===== config.mk =====
export PLATFORM = sky130hd
export DESIGN_NAME = tvt_timing
export DESIGN_NICKNAME = d
export VERILOG_FILES = /design/src/tvt_pkg.sv /design/src/tvt_hline_if.sv /design/src/tvt_timing.sv /design/src/tvt_hline.sv
export VERILOG_INCLUDE_DIRS = /design/src
export SDC_FILE = /design/constraint.sdc
export NUM_CORES = 1
export LEC_CHECK = 0
export BUFFER_PORTS_ARGS = -buffer_cell sky130_fd_sc_hd__buf_2
export CORE_MARGIN = 2
export CORE_UTILIZATION = 40
export DETAILED_ROUTE_END_ITERATION = 16
export MAX_ROUTING_LAYER = met4
export REMOVE_ABC_BUFFERS = 1
export SYNTH_ARGS = -nofsm -noshare
export SYNTH_HDL_FRONTEND = slang
export SYNTH_SLANG_ARGS = --single-unit

===== constraint.sdc =====
create_clock -name mclk -period 5.8 [get_ports mclk]
set_input_delay 1.16 -clock mclk [delete_from_list [all_inputs] [get_ports mclk]]
set_output_delay 1.16 -clock mclk [all_outputs]
set_load 0.03 [all_outputs]

===== src/tvt_defines.svh =====
// Constants for the composite television timing block
`ifndef TVT_DEFINES_SVH
`define TVT_DEFINES_SVH
// Register indices; byte address is four times the index
`define TVT_IDX_HDISP     8'h50
`define TVT_IDX_HNDISP    8'h52
`define TVT_IDX_HSSTART   8'h53
`define TVT_IDX_VDISP_LO  8'h56
`define TVT_IDX_VDISP_HI  8'h57
`define TVT_IDX_VNDISP    8'h58
`define TVT_IDX_VSSTART   8'h59
`define TVT_IDX_CTRL      8'h5B
`define TVT_IDX_STATUS    8'h5C
// Reset values: a legal NTSC frame
`define TVT_RST_HDISP     7'h4F
`define TVT_RST_HNDISP    6'h21
`define TVT_RST_HSSTART   6'h02
`define TVT_RST_VDISP     10'h1E3
`define TVT_RST_VNDISP    7'h13
`define TVT_RST_VSSTART   7'h00
`define TVT_RST_CTRL      3'h1
// Control bit positions
`define TVT_CTRL_RUN      0
`define TVT_CTRL_PAL      1
`define TVT_CTRL_BPP16    2
// Subcarrier period in ps and the mclk period in ps
`define TVT_T4SC_NTSC_PS  69841
`define TVT_T4SC_PAL_PS   56387
`define TVT_MCLK_PS       100000
// Cycles of mclk per subcarrier period, rounded up, at least one
`define TVT_SC_DIV ((`TVT_T4SC_NTSC_PS + `TVT_MCLK_PS - 1) / `TVT_MCLK_PS)
// Horizontal figures in subcarrier periods
`define TVT_HSYNC_NTSC    11'h043
`define TVT_HSYNC_PAL     11'h053
`define TVT_HBLANK_NTSC   11'h006
`define TVT_HBLANK_PAL    11'h007
`define TVT_FP_SUB_8BPP   11'h007
`define TVT_FP_SUB_16BPP  11'h005
// Vertical sync offsets and width in half lines, last field index of each standard
`define TVT_VS_NTSC_F1    9'h008
`define TVT_VS_PAL_ODD    9'h00A
`define TVT_VS_HALF       9'h009
`define TVT_VSYNC_HALVES  9'h006
`define TVT_NTSC_LAST_FLD 2'h1
`define TVT_PAL_LAST_FLD  2'h3
`endif


===== src/tvt_pkg.sv =====
// Types shared by the television timing modules
`default_nettype none
package tvt_pkg;
    typedef enum logic {
        TVT_STD_NTSC = 1'b0,
        TVT_STD_PAL  = 1'b1
    } tvt_std_type;
endpackage
`default_nettype wire


===== src/tvt_hline_if.sv =====
// Link between the frame sequencer and the line timer
`default_nettype none
interface tvt_hline_if;
    logic                 tick;
    logic                 run;
    tvt_pkg::tvt_std_type std;
    logic                 bpp16;
    logic [6:0]           hdisp;
    logic [5:0]           hndisp;
    logic [5:0]           hsstart;
    logic                 hsync;
    logic                 hblank;
    logic                 line_end;
    logic                 half_line;
    modport ctrl (output tick, run, std, bpp16, hdisp, hndisp, hsstart,
                  input hsync, hblank, line_end, half_line);
    modport line (input tick, run, std, bpp16, hdisp, hndisp, hsstart,
                  output hsync, hblank, line_end, half_line);
endinterface
`default_nettype wire


===== src/tvt_timing.sv =====
// Television timing top: AHB-Lite registers and field sequencer
//
// Chosen here: the AHB-Lite slave port and the placing of the registers.
`include "tvt_defines.svh"
`default_nettype none
module tvt_timing (
    input  wire logic        mclk,
    input  wire logic        rst_n,
    input  wire logic        hsel,
    input  wire logic [31:0] haddr,
    input  wire logic [1:0]  htrans,
    input  wire logic        hwrite,
    input  wire logic [2:0]  hsize,
    input  wire logic [31:0] hwdata,
    input  wire logic        hready,
    output logic             hreadyout,
    output logic             hresp,
    output logic [31:0]      hrdata,
    output logic             tv_hsync,
    output logic             tv_vsync,
    output logic             tv_blank,
    output logic [1:0]       tv_field
);
    tvt_hline_if hl ();

    // Register state
    logic [6:0]  hdisp_ff,   nxt_hdisp;
    logic [5:0]  hndisp_ff,  nxt_hndisp;
    logic [5:0]  hsstart_ff, nxt_hsstart;
    logic [9:0]  vdisp_ff,   nxt_vdisp;
    logic [6:0]  vndisp_ff,  nxt_vndisp;
    logic [6:0]  vsstart_ff, nxt_vsstart;
    logic [2:0]  ctrl_ff,    nxt_ctrl;
    logic [31:0] rdata_ff,   nxt_rdata;
    logic        wr_ff,      nxt_wr;
    logic [7:0]  widx_ff,    nxt_widx;
    logic [7:0]  aidx;
    logic        acc;
    // Divider and frame state
    logic [3:0]  div_ff,     nxt_div;
    logic [9:0]  vhl_ff,     nxt_vhl;
    logic [1:0]  field_ff,   nxt_field;
    logic        vsync_ff,   nxt_vsync;
    logic        vblank_ff,  nxt_vblank;
    logic [9:0]  fld_halves;
    logic [9:0]  blk_halves;
    logic [9:0]  vs_on;
    logic [8:0]  vs_off9;
    logic        pal;
    logic        odd_fld;

    // Address phase decode; any transfer type above BUSY is real
    always_comb begin
        acc  = hsel && hready && htrans[1];
        aidx = haddr[9:2];
    end

    // Register writes land in the data phase; reads sample next values
    always_comb begin
        nxt_hdisp   = hdisp_ff;
        nxt_hndisp  = hndisp_ff;
        nxt_hsstart = hsstart_ff;
        nxt_vdisp   = vdisp_ff;
        nxt_vndisp  = vndisp_ff;
        nxt_vsstart = vsstart_ff;
        nxt_ctrl    = ctrl_ff;
        if (wr_ff) begin
            unique case (widx_ff)
                `TVT_IDX_HDISP:    nxt_hdisp   = hwdata[6:0];
                `TVT_IDX_HNDISP:   nxt_hndisp  = hwdata[5:0];
                `TVT_IDX_HSSTART:  nxt_hsstart = hwdata[5:0];
                `TVT_IDX_VDISP_LO: nxt_vdisp   = {vdisp_ff[9:8], hwdata[7:0]};
                `TVT_IDX_VDISP_HI: nxt_vdisp   = {hwdata[1:0], vdisp_ff[7:0]};
                `TVT_IDX_VNDISP:   nxt_vndisp  = hwdata[6:0];
                `TVT_IDX_VSSTART:  nxt_vsstart = hwdata[6:0];
                `TVT_IDX_CTRL:     nxt_ctrl    = hwdata[2:0];
                default:           nxt_ctrl    = ctrl_ff;
            endcase
        end
        nxt_wr    = acc && hwrite;
        nxt_widx  = acc ? aidx : widx_ff;
        nxt_rdata = rdata_ff;
        // Read data taken from next values so a write just before is seen
        if (acc && !hwrite) begin
            unique case (aidx)
                `TVT_IDX_HDISP:    nxt_rdata = {25'h0, nxt_hdisp};
                `TVT_IDX_HNDISP:   nxt_rdata = {26'h0, nxt_hndisp};
                `TVT_IDX_HSSTART:  nxt_rdata = {26'h0, nxt_hsstart};
                `TVT_IDX_VDISP_LO: nxt_rdata = {24'h0, nxt_vdisp[7:0]};
                `TVT_IDX_VDISP_HI: nxt_rdata = {30'h0, nxt_vdisp[9:8]};
                `TVT_IDX_VNDISP:   nxt_rdata = {25'h0, nxt_vndisp};
                `TVT_IDX_VSSTART:  nxt_rdata = {25'h0, nxt_vsstart};
                `TVT_IDX_CTRL:     nxt_rdata = {29'h0, nxt_ctrl};
                `TVT_IDX_STATUS:   nxt_rdata = {16'h0, vblank_ff, vsync_ff,
                                                field_ff, 2'h0, vhl_ff};
                default:           nxt_rdata = 32'h0000_0000;
            endcase
        end
    end

    always_ff @(posedge mclk or negedge rst_n) begin
        if (!rst_n) begin
            hdisp_ff   <= `TVT_RST_HDISP;
            hndisp_ff  <= `TVT_RST_HNDISP;
            hsstart_ff <= `TVT_RST_HSSTART;
            vdisp_ff   <= `TVT_RST_VDISP;
            vndisp_ff  <= `TVT_RST_VNDISP;
            vsstart_ff <= `TVT_RST_VSSTART;
            ctrl_ff    <= `TVT_RST_CTRL;
            rdata_ff   <= 32'h0000_0000;
            wr_ff      <= 1'b0;
            widx_ff    <= 8'h00;
        end else begin
            hdisp_ff   <= nxt_hdisp;
            hndisp_ff  <= nxt_hndisp;
            hsstart_ff <= nxt_hsstart;
            vdisp_ff   <= nxt_vdisp;
            vndisp_ff  <= nxt_vndisp;
            vsstart_ff <= nxt_vsstart;
            ctrl_ff    <= nxt_ctrl;
            rdata_ff   <= nxt_rdata;
            wr_ff      <= nxt_wr;
            widx_ff    <= nxt_widx;
        end
    end

    // Zero-wait slave, always OKAY
    assign hreadyout = 1'b1;
    assign hresp     = 1'b0;
    assign hrdata    = rdata_ff;

    // Line timer wiring; registers change timing on the fly, no shadowing
    assign hl.run     = ctrl_ff[`TVT_CTRL_RUN];
    assign hl.std     = ctrl_ff[`TVT_CTRL_PAL] ? tvt_pkg::TVT_STD_PAL
                                               : tvt_pkg::TVT_STD_NTSC;
    assign hl.bpp16   = ctrl_ff[`TVT_CTRL_BPP16];
    assign hl.hdisp   = hdisp_ff;
    assign hl.hndisp  = hndisp_ff;
    assign hl.hsstart = hsstart_ff;
    assign hl.tick    = (div_ff == 4'(`TVT_SC_DIV - 1));

    tvt_hline u_hline (
        .mclk  (mclk),
        .rst_n (rst_n),
        .hl    (hl.line)
    );

    // Field geometry in half lines; blanking opens each field
    always_comb begin
        pal        = ctrl_ff[`TVT_CTRL_PAL];
        odd_fld    = !field_ff[0];              // fields one and three
        blk_halves = {2'h0, vndisp_ff, 1'b0}
                   + (odd_fld ? 10'h002 : 10'h004);
        // Half of (height + 1) lines is (height + 1) half lines
        fld_halves = vdisp_ff + 10'h001 + blk_halves;
        if (pal) begin
            vs_off9 = odd_fld ? `TVT_VS_PAL_ODD : `TVT_VS_HALF;
        end else begin
            vs_off9 = (field_ff == 2'h0) ? `TVT_VS_NTSC_F1
                                          : `TVT_VS_HALF;
        end
        vs_on = {2'h0, vsstart_ff, 1'b0} + {1'b0, vs_off9};
    end

    // Divider, half-line counter and field order
    always_comb begin
        nxt_div    = hl.tick ? 4'h0 : div_ff + 4'h1;
        nxt_vhl    = vhl_ff;
        nxt_field  = field_ff;
        nxt_vsync  = vsync_ff;
        nxt_vblank = vblank_ff;
        if (!hl.run) begin
            nxt_vhl    = 10'h000;
            nxt_field  = 2'h0;
            nxt_vsync  = 1'b0;
            nxt_vblank = 1'b1;
        end else if (hl.line_end || hl.half_line) begin
            if (vhl_ff >= fld_halves - 10'h001) begin
                nxt_vhl = 10'h000;
                // Fixed cycle: NTSC 0,1 and PAL 0,1,2,3
                if (field_ff == (pal ? `TVT_PAL_LAST_FLD
                                     : `TVT_NTSC_LAST_FLD)) begin
                    nxt_field = 2'h0;
                end else begin
                    nxt_field = field_ff + 2'h1;
                end
            end else begin
                nxt_vhl = vhl_ff + 10'h001;
            end
            nxt_vblank = nxt_vhl < blk_halves;
            nxt_vsync  = (nxt_vhl >= vs_on)
                      && (nxt_vhl < vs_on + {1'b0, `TVT_VSYNC_HALVES});
        end
    end

    always_ff @(posedge mclk or negedge rst_n) begin
        if (!rst_n) begin
            div_ff    <= 4'h0;
            vhl_ff    <= 10'h000;
            field_ff  <= 2'h0;
            vsync_ff  <= 1'b0;
            vblank_ff <= 1'b1;
        end else begin
            div_ff    <= nxt_div;
            vhl_ff    <= nxt_vhl;
            field_ff  <= nxt_field;
            vsync_ff  <= nxt_vsync;
            vblank_ff <= nxt_vblank;
        end
    end

    // Pin outputs from flops; blank is the OR of the vertical and horizontal blank flops
    assign tv_hsync = hl.hsync;
    assign tv_vsync = vsync_ff;
    assign tv_blank = vblank_ff || hl.hblank;
    assign tv_field = field_ff;
endmodule // tvt_timing
`default_nettype wire


===== src/tvt_hline.sv =====
// Horizontal line timer in subcarrier periods
`include "tvt_defines.svh"
`default_nettype none
module tvt_hline (
    input  wire logic mclk,
    input  wire logic rst_n,
    tvt_hline_if.line hl
);
    logic [10:0] hcnt_ff;
    logic [10:0] nxt_hcnt;
    logic        hsync_ff;
    logic        nxt_hsync;
    logic        hblank_ff;
    logic        nxt_hblank;
    logic [10:0] act_len;
    logic [10:0] line_len;
    logic [10:0] sync_on;
    logic [10:0] sync_off;
    logic        pal;

    // Interval lengths from the programmed fields
    always_comb begin
        pal      = (hl.std == tvt_pkg::TVT_STD_PAL);
        act_len  = {1'b0, hl.hdisp, 3'h0} + 11'h008;
        line_len = act_len + {2'h0, hl.hndisp, 3'h0}
                 + (pal ? `TVT_HBLANK_PAL : `TVT_HBLANK_NTSC);
        // Front porch follows active video, then the sync tip
        sync_on  = act_len + {2'h0, hl.hsstart, 3'h0} + 11'h008
                 - (hl.bpp16 ? `TVT_FP_SUB_16BPP : `TVT_FP_SUB_8BPP);
        sync_off = sync_on
                 + (pal ? `TVT_HSYNC_PAL : `TVT_HSYNC_NTSC);
    end

    // Counter advances once per subcarrier tick
    always_comb begin
        nxt_hcnt   = hcnt_ff;
        nxt_hsync  = hsync_ff;
        nxt_hblank = hblank_ff;
        if (!hl.run) begin
            nxt_hcnt   = 11'h000;
            nxt_hsync  = 1'b0;
            nxt_hblank = 1'b1;
        end else if (hl.tick) begin
            nxt_hcnt   = hl.line_end ? 11'h000 : hcnt_ff + 11'h001;
            nxt_hblank = nxt_hcnt >= act_len;
            nxt_hsync  = (nxt_hcnt >= sync_on) && (nxt_hcnt < sync_off);
        end
    end

    always_ff @(posedge mclk or negedge rst_n) begin
        if (!rst_n) begin
            hcnt_ff   <= 11'h000;
            hsync_ff  <= 1'b0;
            hblank_ff <= 1'b1;
        end else begin
            hcnt_ff   <= nxt_hcnt;
            hsync_ff  <= nxt_hsync;
            hblank_ff <= nxt_hblank;
        end
    end

    // Strobes are combinational so the sequencer sees them in step
    assign hl.line_end  = hl.run && hl.tick && (hcnt_ff == line_len - 11'h001);
    assign hl.half_line = hl.run && hl.tick
                       && (hcnt_ff == {1'b0, line_len[10:1]} - 11'h001);
    assign hl.hsync  = hsync_ff;
    assign hl.hblank = hblank_ff;
endmodule // tvt_hline
`default_nettype wire


==> flow_summary.yaml, run 1 <==
run_status:
  run_status: "finished clean"
yosys:
  synth.area.top_cells: "dfrtp_1 (24%), ha_1 (16%), mux2_2 (6.4%), dfstp_2 (6.4%), xnor2_1 (5.3%)"
  synthFlopType: "dfrtp_1"
  yosysTopAreaCellShare: 0.242
  async_flop_share: 1.00
  synth_edf_count: 0
  ys_seq_area_frac: 0.306
  avgSynthCellArea_um2: 9.35
  yosysMostFrequentCell: "ha_1"
  yosysTopAreaCell: "dfrtp_1"
  yosysUniqueCellTypes: 71
  yosysWarnings: 0
  synthTopCellsByCount: "ha_1 (105), dfrtp_1 (80), inv_1 (74), nand2_1 (60), nor2_1 (54)"
  synth_cells: 884
  synth_area_um2: 8270
  synth_seq_cells: 100
floorplanning:
  initial_core_util: 0.409
  num_rows: 52
  core_area_um2: 20200
  fp.dieW_um: 148
  io_pins: 113
  die_h_um: 148
  dieArea_um2: 21800
timing:
  fin_skew_ps: 12.4
  worst_slack_ps: 353
  period_share: 0.939
  max_freq_ghz: 0.184
  tightest_slew_ps: 1040
  final-setup-viol-count: 0
  fin_crit_ps: 5450
  slew_violations: 0
  rsz0062_at_grt: "no"
  hold_viol: 0
  fin_setup_tns_ps: 0
  slew_headroom: 0.299
clock_network:
  clk_latency_ps: 360
  cts_sinks: 100
  cts_htree_levels: 3
  clock_path_buffers: 2
  cts_hold_buf: 0
  cts_tree: "built"
  cts_buffers: 9
  root_buffer: "clkbuf_16"
  clk_pin_slew_worst_paths_ps: 80
setup_path:
  r2r_end: "tv_vsync"
  crit_required_ps: 6040
  end_kind: "flop"
  worstSetupPathType: "reg2reg"
  startpoint_type: "flop"
  r2r-start: "tv_field[0]"
  worst_r2r_path_depth: 27
  worst-path-max-fanout: 7
  cp_data_arrival_time_ps: 5680
  reg2reg_setup_slack_ps: 350
min_path:
  whs_path_depth: 1
  min_to: "hrdata[6]"
  worstHoldPathType: "reg2reg"
  holdCritStartpoint: "hrdata[6]"
placement:
  io_buffers: 40
  hpwl_um: 16200
  pre_cts_ws_ps: 110
  place_congestion: 0.867
final_layout:
  drive_gt1_frac: 0.161
  final_nets: 1103
  antennaDiodeCount: 0
  area_growth_pct: 9.21
job:
  max-cap-violations: 0
drt:
  drt_iter0_drc: 343
  first_pass_iters: 4
  route.detailed.drc: 0
  wl_per_cell_um: 17.1
  via_count: 6382
  routed_via_density: 5.34
  antenna_left: 0
  routed_wl_um: 20500
global_route:
  groute.usage.overall: 0.199
  grt_first_pass_wirelength_um: 33200
  grt_pass1_vias: 6191
  grt_max_degree: 55
  antenna_found_initial: 0
  grt_overflow_total: 0
power_and_ir_drop:
  pwr_density_cell_nw_per_um2: 276
  power.total_w: 0.00250
  power_leakage_nw: 4.41
  ir_drop_mv: 0.249
-- cells in the final DEF, fill, tap and decap left out, types with 8 or more instances in the layout --
cell type	n
buf_4	11
a21o_1	21
and3_1	17
nand2_1	60
ha_1	105
inv_1	74
buf_2	39
xor2_1	22
clkbuf_16	9
nand4_1	11
conb_1	21
a21oi_1	42
a22o_1	15
xnor2_1	50
nor3_1	14
dfstp_2	20
dfrtp_1	80
nor2_1	53
mux2_2	47
a22oi_1	8
nor2b_1	13
nand3b_1	8
o21ai_0	43
nand3_1	26
-- metrics by stage --
step | area, um2 | util | hold slack [ps] | instances
3_3_place_gp | 8710 | 0.430 | 461 | 1179
4_1_cts | 9000 | 0.445 | 491 | 1195
5_1_grt | 9030 | 0.446 | 508 | 1195
6_report | 9030 | 0.446 | 487 | 1195
3_5_place_dp | 8710 | 0.430 | 465 | 1179
2_1_floorplan | 8100 | - | 455 | 859
-- layout make-up --
type	count	area [um2]
fillers	1958	11200
multi-input cells	685	5320
flip-flops and latches	100	2530
well taps	270	338
repair buffers	50	278
inverters	74	278
clock buffers	10	229
clock inverters	6	58.8
-- worst max path at each step --
stage	end	cells past startpoint	startpoint
2_1_floorplan	tv_vsync	26	tv_field[0]
3_3_place_gp	tv_vsync	26	tv_field[0]
3_5_place_dp	tv_vsync	28	tv_field[0]
4_1_cts	tv_vsync	28	tv_field[0]
5_1_grt	tv_vsync	27	vndisp_ff[0]
6_report	tv_vsync	27	tv_field[0]
-- power breakdown --
group | total, W | internal (W) | switching, W
Combinational | 0.00104 | 0.000470 | 0.000574
Clock | 0.000590 | 0.000300 | 0.000290
Sequential | 0.000861 | 0.000771 | 0.0000902
Total | 0.00250 | 0.00154 | 0.000954
-- critical path, cell delays in order (launching register included) --
cell and delay, ps:
dfrtp_1 380, inv_1 140, ha_1 230, fa_1 490
fa_1 450, a21oi_1 150, nor2_1 50, nor2_1 160
o21bai_1 100, a21oi_2 180, o21bai_1 80, a21oi_1 180
xor2_1 190, ha_1 250, o21a_1 100, o21ai_0 200
a21oi_2 120, or2_2 310, ha_1 270, inv_1 50
a21oi_1 60, o21a_1 170, o21a_1 170, o2111ai_1 190
a21oi_1 90, nor3_1 190, nor3_1 110, mux2_2 260
-- timing repair --
item | 4_1_cts | 5_1_grt
buffers inserted | 0 | 0
endpoints found under the setup margin | 0 | 2
hold endpoints to repair | 0 | 0
resized for setup | 0 | 7
-- flip-flops by register name, indices dropped and copies added, names as in the netlist --
register / flops
wr_ff: 1
ctrl_ff: 3
vsstart_ff: 7
vdisp_ff: 10
hl.hsstart: 6
div_ff: 4
hl.hndisp: 6
hdisp_ff: 7
tv_field: 2
u_hline.hcnt_ff: 11
vndisp_ff: 7
vblank_ff: 1
u_hline.hl.hsync: 1
hrdata: 14
u_hline.hl.hblank: 1
tv_vsync: 1
widx_ff: 8
vhl_ff: 10
-- per-layer routing --
| layer | global-route usage | routed length, um |
|---|---|---|
| met5 | - | 0 |
| met4 | 0.0389 | 216 |
| met3 | 0.0281 | 684 |
| met2 | 0.310 | 9200 |
| met1 | 0.279 | 10400 |
-- kinds of logic after synthesis --
family / Yosys count / share of synthesized area
and+or+nand+nor: 240 / 0.148
AOI/OAI and AO/OA: 186 / 0.151
buffers and inverters: 118 / 0.0632
adders and majority gates: 109 / 0.169
DFF: 100 / 0.306
xor gates and xnor gates: 76 / 0.0873
muxes: 53 / 0.0750
other: 2 / 0.000908
(Power assumes the default switching activity.)
==> run 2, diff against run 1 <==
--- a/config.mk
+++ b/config.mk
@@ -9,6 +9,7 @@
 export BUFFER_PORTS_ARGS = -buffer_cell sky130_fd_sc_hd__buf_2
 export CORE_MARGIN = 2
 export CORE_UTILIZATION = 40
+export CTS_BUF_LIST = sky130_fd_sc_hd__clkbuf_4 sky130_fd_sc_hd__clkbuf_8
 export DETAILED_ROUTE_END_ITERATION = 16
 export MAX_ROUTING_LAYER = met4
 export REMOVE_ABC_BUFFERS = 1
==> run 2 against run 1 <==
  * Utilization down 0.48 points
  * Fmax is 0.14% lower
  * Combinational power about the same
  * Power down 5.9%
  * Largest power group unchanged
==> flow_summary.yaml, run 2 (synthesized netlist as in run 1, its figures left out) <==
placement:
  hpwl_um: 16200
  place_congestion: 0.867
  io_buffers: 40
  dp_cells: 1179
job:
  max-cap-violations: 0
final_layout:
  area_growth_pct: 8.03
  fin_cells: 1195
  nFillCells: 1970
  antennaDiodeCount: 0
  largest_reg_flops: 14
  final_nets: 1103
  final_common_cell: "ha_1"
  final_cell_mix: "ha_1 (105), dfrtp_1 (80), inv_1 (74)"
  drive_gt1_frac: 0.162
clock_network:
  clk_pin_slew_worst_paths_ps: 110
  cts_buffers: 9
  cts_tree: "built"
  cts_setup_buffers: 0
  root_buffer: "clkbuf_8"
  clk_latency_ps: 400
  cts_hold_buf: 0
  cts_sinks: 100
  clock_path_buffers: 2
  cts_htree_levels: 3
  cts_resized: 0
global_route:
  grt_overflow_total: 0
  grt_max_degree: 55
  groute.usage.overall: 0.198
  grt_pass1_vias: 6169
  grt_first_pass_wirelength_um: 33100
  antenna_found_initial: 0
floorplanning:
  fp.dieW_um: 148
  initial_core_util: 0.409
  core_area_um2: 20200
  io_pins: 113
  dieArea_um2: 21800
  die_h_um: 148
  num_rows: 52
power_and_ir_drop:
  pwr_density_cell_nw_per_um2: 263
  power.total_w: 0.00235
  power_leakage_nw: 4.36
  ir_drop_mv: 0.133
setup_path:
  worstSetupPathType: "reg2reg"
  cp_data_arrival_time_ps: 5730
  end_kind: "flop"
  crit_required_ps: 6070
  startpoint_type: "flop"
  worst-path-max-fanout: 7
timing:
  final-setup-viol-count: 0
  fin_setup_tns_ps: 0
  tightest_slew_ps: 1110
  fin_skew_ps: 21.6
  max_freq_ghz: 0.183
  slew_headroom: 0.254
  hold_viol: 0
  fin_crit_ps: 5450
  slew_violations: 0
  period_share: 0.940
  rsz0062_at_grt: "no"
drt:
  wl_per_cell_um: 17.1
  via_count: 6350
  first_pass_iters: 5
  drt_iter0_drc: 336
  routed_via_density: 5.31
  routed_wl_um: 20500
  route.detailed.drc: 0
  antenna_left: 0
min_path:
  worstHoldPathType: "reg2reg"
run_status:
  run_status: "finished clean"
==> run 2: changes by cell type in the layout (fill, tap and decap cells not counted) <==
cell	delta
clkbuf_8	+9
clkbuf_16	-9
clkbuf_1	-1
clkbuf_4	+1
==> run 2: metrics by stage <==
step | hold WS [ps] | instance area, um2 | util | setup slack (ps)
global placement | 461 | 8710 | 0.430 | 162
CTS | 500 | 8900 | 0.440 | 83.3
finish | 495 | 8930 | 0.442 | 346
detailed placement | 465 | 8710 | 0.430 | 110
floorplan | 455 | 8100 | - | 198
global route | 514 | 8930 | 0.442 | 11.5
==> run 2: area by class of cell <==
class | instances | area, um2 | area share
multi-input combinational | 685 | 5320 | 0.596
sequential | 100 | 2530 | 0.283
tap | 270 | 338 | 0.0378
timing repair buffer | 50 | 278 | 0.0311
inverter | 74 | 278 | 0.0311
clock buffer | 10 | 131 | 0.0147
clock inverter | 6 | 58.8 | 0.00658
==> run 2: layer usage <==
layer	track usage	routed length, um
met5	-	0
met2	0.307	9220
met3	0.0256	823
met4	0.0404	255
met1	0.280	10200
==> run 2: critical path, stage by stage, from the launching register on <==
cell	delay (ps)
dfstp_2	550
ha_1	190
fa_1	490
fa_1	450
a21oi_1	150
nor2_1	50
nor2_1	160
o21bai_1	100
a21oi_2	180
o21bai_1	80
a21oi_1	180
xor2_1	190
ha_1	250
o21a_1	100
o21ai_0	200
a21oi_2	120
or2_2	310
ha_1	270
inv_1	50
a21oi_1	60
o21a_1	170
o21a_1	170
o2111ai_1	190
a21oi_1	90
nor3_1	190
nor3_1	110
mux2_2	260
==> run 2: final timing paths <==
check	start	endpoint	slack (ps)	depth (start not counted)
setup / recovery	vndisp_ff[0]	tv_vsync	350	26
max in group asynchronous	rst_n	hl.hndisp[1]	3860	2
hold / removal	hrdata[6]	hrdata[6]	500	1
min in group asynchronous	rst_n	hl.hsstart[5]	800	1
hold reg to reg	hrdata[6]	hrdata[6]	500	1
setup reg to reg	vndisp_ff[0]	tv_vsync	350	26
==> run 2: power breakdown <==
| part | leakage [nW] | total (W) | switching (W) | internal, W |
|---|---|---|---|---|
| registers | 1.23 | 0.000861 | 0.0000899 | 0.000771 |
| clock network | 0.0936 | 0.000445 | 0.000276 | 0.000169 |
| logic | 3.04 | 0.00104 | 0.000573 | 0.000470 |
| total | 4.36 | 0.00235 | 0.000939 | 0.00141 |
